===== config.mk =====
export PLATFORM = sky130hd
export DESIGN_NAME = dcev_top
export DESIGN_NICKNAME = d
export VERILOG_FILES = /design/src/hw/dcev_pkg.sv /design/src/hw/dcev_chan.sv /design/src/hw/dcev_top.sv
export SDC_FILE = /design/constraint.sdc
export NUM_CORES = 1
export LEC_CHECK = 0
export BUFFER_PORTS_ARGS = -buffer_cell sky130_fd_sc_hd__buf_4
export CORE_MARGIN = 2
export CORE_UTILIZATION = 45
export DETAILED_ROUTE_END_ITERATION = 16
export PLACE_DENSITY_LB_ADDON = 0.15
export SLEW_MARGIN = 15
export SYNTH_ARGS = -nofsm -noshare
export SYNTH_HDL_FRONTEND = slang
export SYNTH_HIERARCHICAL = 1
export SYNTH_SLANG_ARGS = --single-unit
export TNS_END_PERCENT = 5

===== constraint.sdc =====
create_clock -name CORE_CLK -period 2.95 [get_ports CORE_CLK]
set_clock_uncertainty 0.2 [all_clocks]
set_input_delay 0.59 -clock CORE_CLK [delete_from_list [all_inputs] [get_ports CORE_CLK]]
set_output_delay 0.59 -clock CORE_CLK [all_outputs]
set_load 0.05 [all_outputs]

===== src/hw/dcev_pkg.sv =====
// Package for the DMA channel event control block: constants and carrier types
package dcev_pkg;

  // Event output cause select encodings
  localparam logic [1:0] EVO_CAUSE_NONE = 2'h0;
  localparam logic [1:0] EVO_CAUSE_BLOCK = 2'h1;
  localparam logic [1:0] EVO_CAUSE_BEAT = 2'h3;

  // Channel count and number of channels that carry an event output
  localparam int unsigned NUM_CHANNELS = 12;
  localparam int unsigned NUM_EVOUT_CHANNELS = 4;

  // Reset values
  localparam logic RST_SUSPENDED = 1'b0;
  localparam logic RST_SKIP_PEND = 1'b0;

  // Per-channel input action select encodings
  localparam logic [1:0] EVIN_ACT_NONE = 2'h0;
  localparam logic [1:0] EVIN_ACT_SUSPEND = 2'h1;
  localparam logic [1:0] EVIN_ACT_RESUME = 2'h2;
  localparam logic [1:0] EVIN_ACT_SKIP = 2'h3;

  // Channel suspend state, Gray coded
  typedef enum logic [1:0] {
    DCEV_RUN = 2'b00,
    DCEV_CHANNEL_SUSPEND_FLAG_WAIT = 2'b01,
    DCEV_SUSPENDED = 2'b11
  } dcev_state_t;

  // Transfer progress reported by the channel datapath
  typedef struct packed {
    logic bus_busy;
    logic beat_done;
    logic block_done;
    logic block_suspend;
  } dcev_xfer_t;

  // Per-channel configuration from the descriptor and control registers
  typedef struct packed {
    logic [1:0] evin_act;
    logic channel_event_output_enable;
    logic [1:0] event_output_cause_select;
  } dcev_cfg_t;

endpackage


===== src/hw/dcev_chan.sv =====
// One channel's event input action and event output pulse logic
`timescale 1ns/10ps
`default_nettype none

module dcev_chan #(
  parameter bit HAS_EVOUT = 1'b1
) (
  input wire logic clk,
  input wire logic rst_n,
  input wire logic ev_in,
  input wire dcev_pkg::dcev_cfg_t cfg,
  input wire dcev_pkg::dcev_xfer_t xfer,
  output logic ev_ack,
  output logic channel_suspend_flag_flag,
  output logic suspended,
  output logic hold_req,
  output logic ev_out
);

  dcev_pkg::dcev_state_t state_r;
  logic skip_pend_r;
  logic channel_suspend_flag_flag_r;
  logic ev_out_r;
  logic ack_r;
  logic ev_channel_suspend_flag;
  logic ev_res;
  logic ev_skip;
  logic skip_hit;
  logic channel_suspend_flag_done;
  logic blk_channel_suspend_flag_hit;
  logic skip_now;
  logic enter_channel_suspend_flag;

  // Decode the incoming event by the channel's input action
  assign ev_channel_suspend_flag = ev_in && (cfg.evin_act == dcev_pkg::EVIN_ACT_SUSPEND);
  assign ev_res = ev_in && (cfg.evin_act == dcev_pkg::EVIN_ACT_RESUME);
  assign ev_skip = ev_in && (cfg.evin_act == dcev_pkg::EVIN_ACT_SKIP);
  // Pending skip meets a block suspend detection
  assign skip_hit = skip_pend_r && xfer.block_suspend;
  // Suspend request reaches bus idle while waiting
  assign channel_suspend_flag_done = (state_r == dcev_pkg::DCEV_CHANNEL_SUSPEND_FLAG_WAIT) && !xfer.bus_busy
                     && !ev_res && !ev_skip;
  // Block suspend detected with no skip pending or arriving
  assign blk_channel_suspend_flag_hit = (state_r == dcev_pkg::DCEV_RUN) && !ev_channel_suspend_flag && xfer.block_suspend
                        && !skip_pend_r && !ev_skip;
  // Skip arriving in the very cycle of a block suspend is used at once
  assign skip_now = ev_skip && (state_r == dcev_pkg::DCEV_RUN) && xfer.block_suspend
                    && !skip_pend_r;
  assign enter_channel_suspend_flag = channel_suspend_flag_done || blk_channel_suspend_flag_hit;

  // Suspend state machine
  always_ff @(posedge clk or negedge rst_n) begin
    if (!rst_n) begin
      state_r <= dcev_pkg::DCEV_RUN;
    end else begin
      case (state_r)
        dcev_pkg::DCEV_RUN: begin
          if (ev_channel_suspend_flag) begin
            state_r <= dcev_pkg::DCEV_CHANNEL_SUSPEND_FLAG_WAIT;
          end else if (xfer.block_suspend && !skip_pend_r && !ev_skip) begin
            state_r <= dcev_pkg::DCEV_SUSPENDED;
          end
        end
        dcev_pkg::DCEV_CHANNEL_SUSPEND_FLAG_WAIT: begin
          if (ev_res || ev_skip) begin
            state_r <= dcev_pkg::DCEV_RUN;
          end else if (!xfer.bus_busy) begin
            state_r <= dcev_pkg::DCEV_SUSPENDED;
          end
        end
        dcev_pkg::DCEV_SUSPENDED: begin
          if (ev_res || ev_skip) begin
            state_r <= dcev_pkg::DCEV_RUN;
          end
        end
        default: state_r <= dcev_pkg::DCEV_RUN;
      endcase
    end
  end

  // Skip held until the next block suspend detection
  always_ff @(posedge clk or negedge rst_n) begin
    if (!rst_n) begin
      skip_pend_r <= dcev_pkg::RST_SKIP_PEND;
    end else if (ev_skip && (state_r == dcev_pkg::DCEV_RUN) && !skip_now) begin
      skip_pend_r <= 1'b1;
    end else if (skip_hit) begin
      skip_pend_r <= 1'b0;
    end
  end

  // Suspend interrupt flag: entering suspend wins over a clear in the same cycle
  always_ff @(posedge clk or negedge rst_n) begin
    if (!rst_n) begin
      channel_suspend_flag_flag_r <= dcev_pkg::RST_SUSPENDED;
    end else if (enter_channel_suspend_flag) begin
      channel_suspend_flag_flag_r <= 1'b1;
    end else if (ev_res || (ev_skip && state_r != dcev_pkg::DCEV_RUN)) begin
      channel_suspend_flag_flag_r <= 1'b0;
    end
  end

  // Acknowledge pulse: suspend after bus idle, resume at once, skip when used
  always_ff @(posedge clk or negedge rst_n) begin
    if (!rst_n) begin
      ack_r <= 1'b0;
    end else begin
      ack_r <= channel_suspend_flag_done
               || ev_res
               || (ev_skip && state_r != dcev_pkg::DCEV_RUN)
               || skip_hit
               || skip_now;
    end
  end

  // Event output pulse, one clock wide, gated by enable and cause
  always_ff @(posedge clk or negedge rst_n) begin
    if (!rst_n) begin
      ev_out_r <= 1'b0;
    end else begin
      ev_out_r <= HAS_EVOUT && cfg.channel_event_output_enable
                  && (((cfg.event_output_cause_select == dcev_pkg::EVO_CAUSE_BLOCK)
                       && xfer.block_done)
                      || ((cfg.event_output_cause_select == dcev_pkg::EVO_CAUSE_BEAT)
                          && xfer.beat_done));
    end
  end

  assign ev_ack = ack_r;
  assign channel_suspend_flag_flag = channel_suspend_flag_flag_r;
  assign suspended = (state_r == dcev_pkg::DCEV_SUSPENDED);
  assign hold_req = (state_r != dcev_pkg::DCEV_RUN);
  assign ev_out = ev_out_r;

endmodule // dcev_chan

`default_nettype wire


===== src/hw/dcev_top.sv =====
// Top of the DMA channel event control block: reset sync and channel array
//
// Functional notes
// - Suspend event suspends the channel's transfer.
// - Suspend acknowledged after current bus access ends.
// - Resume event restarts a suspended channel.
// - Resume acknowledged at once, suspend flag cleared.
// - Skip event cancels next block suspend.
// - Skip while suspended resumes and acknowledges.
// - Early skip held until next block suspend.
// - Consumed skip continues channel, acknowledges event.
// - Only lowest channels carry event outputs.
// - Event output pulse is one clock wide.
// - Output events only when enable bit set.
// - Cause 0x1 per block, 0x3 per beat.
`timescale 1ns/10ps
`default_nettype none

module dcev_top #(
  parameter int unsigned NCH = dcev_pkg::NUM_CHANNELS,
  parameter int unsigned NEVO = dcev_pkg::NUM_EVOUT_CHANNELS
) (
  input wire logic CORE_CLK,
  input wire logic RST_N,
  input wire logic [NCH-1:0] EV_IN,
  input wire dcev_pkg::dcev_cfg_t [NCH-1:0] CFG,
  input wire dcev_pkg::dcev_xfer_t [NCH-1:0] XFER,
  output logic [NCH-1:0] EV_ACK,
  output logic [NCH-1:0] CHANNEL_SUSPEND_FLAG,
  output logic [NCH-1:0] CH_SUSPENDED,
  output logic [NCH-1:0] CH_HOLD,
  output logic [NEVO-1:0] EV_OUT
);

  logic rst_s1_r;
  logic rst_s2_r;
  logic [NCH-1:0] ev_out_all;

  // Reset release through two flip-flops
  always_ff @(posedge CORE_CLK or negedge RST_N) begin
    if (!RST_N) begin
      rst_s1_r <= 1'b0;
      rst_s2_r <= 1'b0;
    end else begin
      rst_s1_r <= 1'b1;
      rst_s2_r <= rst_s1_r;
    end
  end

  ////////////////////////////////////////////////////////////////////////
  // Channel array; channels NEVO and above have their output tied off
  genvar g;
  generate
    for (g = 0; g < NCH; g++) begin : g_ch
      dcev_chan #(
        .HAS_EVOUT(g < NEVO)
      ) u_chan (
        .clk(CORE_CLK),
        .rst_n(rst_s2_r),
        .ev_in(EV_IN[g]),
        .cfg(CFG[g]),
        .xfer(XFER[g]),
        .ev_ack(EV_ACK[g]),
        .channel_suspend_flag_flag(CHANNEL_SUSPEND_FLAG[g]),
        .suspended(CH_SUSPENDED[g]),
        .hold_req(CH_HOLD[g]),
        .ev_out(ev_out_all[g])
      );
    end
  endgenerate

  // Only the low channels reach the event network
  assign EV_OUT = ev_out_all[NEVO-1:0];

endmodule // dcev_top

`default_nettype wire


==> results.py <==
metrics = {
    "power_and_ir_drop": {
        "power_density_nw_per_um2": 782,
        "p_comb_share_pct": 45.3,
        "sw_frac_of_total_pct": 43.7,
        "power_leakage_uw": 0.00229,
        "power_frac_clock_pct": 19.2,
        "seq_power_share_pct": 35.5,
        "internal-power_uw": 2140,
        "p_switching_uw": 1660,
        "peakVddDrop_uv": 392,
    },
    "clock_tree": {
        "clk_path_buf_depth": 2,
        "cts_resized": 0,
        "worstSkewPairLatency_ps": 330,
        "cts_tree": "done",
        "cts_root_buf": "clkbuf_8",
        "htree_levels": 3,
        "numCtsBuffers": 9,
        "cts_sinks": 66,
        "clk_pin_slew_ps": 70,
    },
    "final_layout": {
        "fin_area_um2": 4850,
        "fill_cells": 661,
        "area_growth_pct": 37.1,
        "nets": 643,
        "diodes": 0,
        "drive_gt1_share_pct": 34.3,
    },
    "routing": {
        "wl_um": 8030,
        "route.detailed.drc": 0,
        "viasPerCell": 5.28,
        "dr.pass1.iters": 4,
        "drt-initial-drc-count": 134,
        "wl_per_cell_um": 12.8,
        "ant_nets": 0,
        "num_vias": 3308,
    },
    "sta": {
        "slew_headroom_pct": 54.3,
        "post-route-period-util_pct": 68.7,
        "rsz0062_at_grt": "no",
        "slew_viol_final": 0,
        "hold_violations": 0,
        "fin_crit_ps": 2030,
        "final-setup-viol-count": 0,
        "worst_slew_pin_slew_ps": 686,
        "fmax_mhz": 493,
        "tns_ps": 0,
    },
    "worst_setup_path": {
        "crit_required_ps": 2160,
        "crit_arrival_ps": 1240,
        "critPathCaptureType": "primary output",
        "rrSetupSlack_ps": 1620,
        "crit_fanout": 7,
        "critPathKind": "reg -> out",
        "cp-start-kind": "register",
    },
    "synthesis": {
        "synth_nets": 501,
        "ys_warn_count": 6,
        "synth_area_um2": 3540,
        "synth_area_per_cell_um2": 9.33,
        "syn_inst": 379,
    },
    "placed_design": {
        "port_buffers": 133,
        "place_congestion": 0.898,
        "place_area_um2": 4650,
        "dp_hpwl_um": 6190,
    },
    "global_routing": {
        "first_global_vias": 3141,
        "gr-usage-met3_pct": 4.80,
        "antenna_found_initial": 0,
        "grt_max_degree": 35,
        "overflow": 0,
        "gr-usage-met2_pct": 32.7,
        "grt_use_total_pct": 19.7,
        "grt_pass1_wl_um": 13700,
        "met1_usage_pct": 24.8,
        "grt-busiest-layer": "met2",
    },
    "floorplanning": {
        "die_h_um": 92.7,
        "core_area_um2": 7690,
        "die_width_um": 92.7,
        "dieArea_um2": 8590,
        "start_util_pct": 46.0,
        "rows": 32,
        "ios": 174,
    },
    "hold_path": {
        "hp-class": "reg -> async",
    },
    "flow_run": {
        "maxCapViolations": 0,
    },
    "run_status": {
        "status": "finished clean",
    },
}
==> metrics by stage <==
stage | setup WS, ps | total power [uW] | hold slack (ps) | instances | utilization [%]
2_1_floorplan | 776 | 2510 | 94.4 | 379 | -
3_3_place_gp | 1300 | 3060 | 135 | 611 | 60.5
3_5_place_dp | 1280 | 3090 | 142 | 611 | 60.5
4_1_cts | 907 | 3830 | 150 | 627 | 63.1
5_1_grt | 823 | 4020 | 169 | 627 | 63.1
6_report | 923 | 3790 | 108 | 627 | 63.1
==> worst max-delay path, stage by stage, from the launching register on <==
cell	delay [ps]
dfrtp_1	450
nor2_2	210
inv_1	60
buf_4	190
==> power groups by stage <==
stage | sequential (uW) | clock (uW) | combinational, uW
2_1_floorplan | 1700 | 0 | 814
6_report | 1350 | 728 | 1720
4_1_cts | 1350 | 755 | 1730
3_5_place_dp | 1360 | 0 | 1720
3_3_place_gp | 1350 | 0 | 1710
5_1_grt | 1390 | 803 | 1830
==> area by class of cell <==
| cell class | count | area [um2] | share of cell area, % |
|---|---|---|---|
| timing repair buffer | 135 | 1030 | 21.2 |
| inverter | 24 | 90.1 | 1.86 |
| multi-input combinational | 285 | 1770 | 36.4 |
| clock inverter | 3 | 40.0 | 0.826 |
| clock buffer | 12 | 145 | 2.99 |
| tap | 102 | 128 | 2.63 |
| sequential | 66 | 1650 | 34.1 |
==> state kept, by name, summed over array words and instances (netlist names) <==
name / count
g_ch.u_chan/state_r: 24
g_ch.u_chan/channel_suspend_flag_flag: 12
g_ch.u_chan/ev_ack: 12
g_ch.u_chan/skip_pend_r: 12
g_ch.u_chan/ev_out: 4
rst_s1_r: 1
rst_s2_r: 1
==> metal layers <==
layer	wire, um	up-vias
met5	0	-
li1	-	1641
met1	3550	1565
met2	3920	93
met4	62	0
met3	497	9
==> final timing paths <==
| check | from | to | cells past startpoint |
|---|---|---|---|
| max | g_ch[3].u_chan/state_r[0] | CH_HOLD[3] | 3 |
| min | rst_s2_r | g_ch[9].u_chan/state_r[1] | 0 |
| max reg2reg | g_ch[3].u_chan/state_r[0] | g_ch[3].u_chan/ev_ack | 3 |
| min reg2reg | rst_s2_r | g_ch[9].u_chan/state_r[1] | 0 |
| max in group asynchronous | rst_s2_r | g_ch[5].u_chan/ev_ack | 1 |
| min in group CORE_CLK | rst_s1_r | rst_s2_r | 0 |
==> repair_timing <==
action / CTS / global route
buffers inserted: 0 / 0
hold endpoints to repair: 2 / 0
hold buffers: 1 / 0
==> placed cells by master (no fill, tap or decap) <==
cell and count:
a221o_1 4, conb_1 1, o21ai_1 8, clkbuf_1 2, o311ai_1 8, mux2i_1 4
buf_12 1, dlygate4sd3_1 1, a32oi_1 4, and2b_1 8, o21ai_0 20, nor3b_1 16
a22o_1 8, bufinv_16 1, nand2b_1 20, nand3_1 8, a22oi_1 12, buf_4 133
a21oi_1 24, dfrtp_1 65, o2bb2ai_1 8, nor3b_2 4, nand4_1 4, clkbuf_8 10
nand2_1 44, o22a_1 4, nor2b_1 12, nor2_1 32, mux2_2 4, nor2_2 4
clkinv_2 2, o21a_1 4, and2_2 12, o22a_2 8, inv_1 24, dfrtp_2 1
Power figures use the tool's default switching activity.
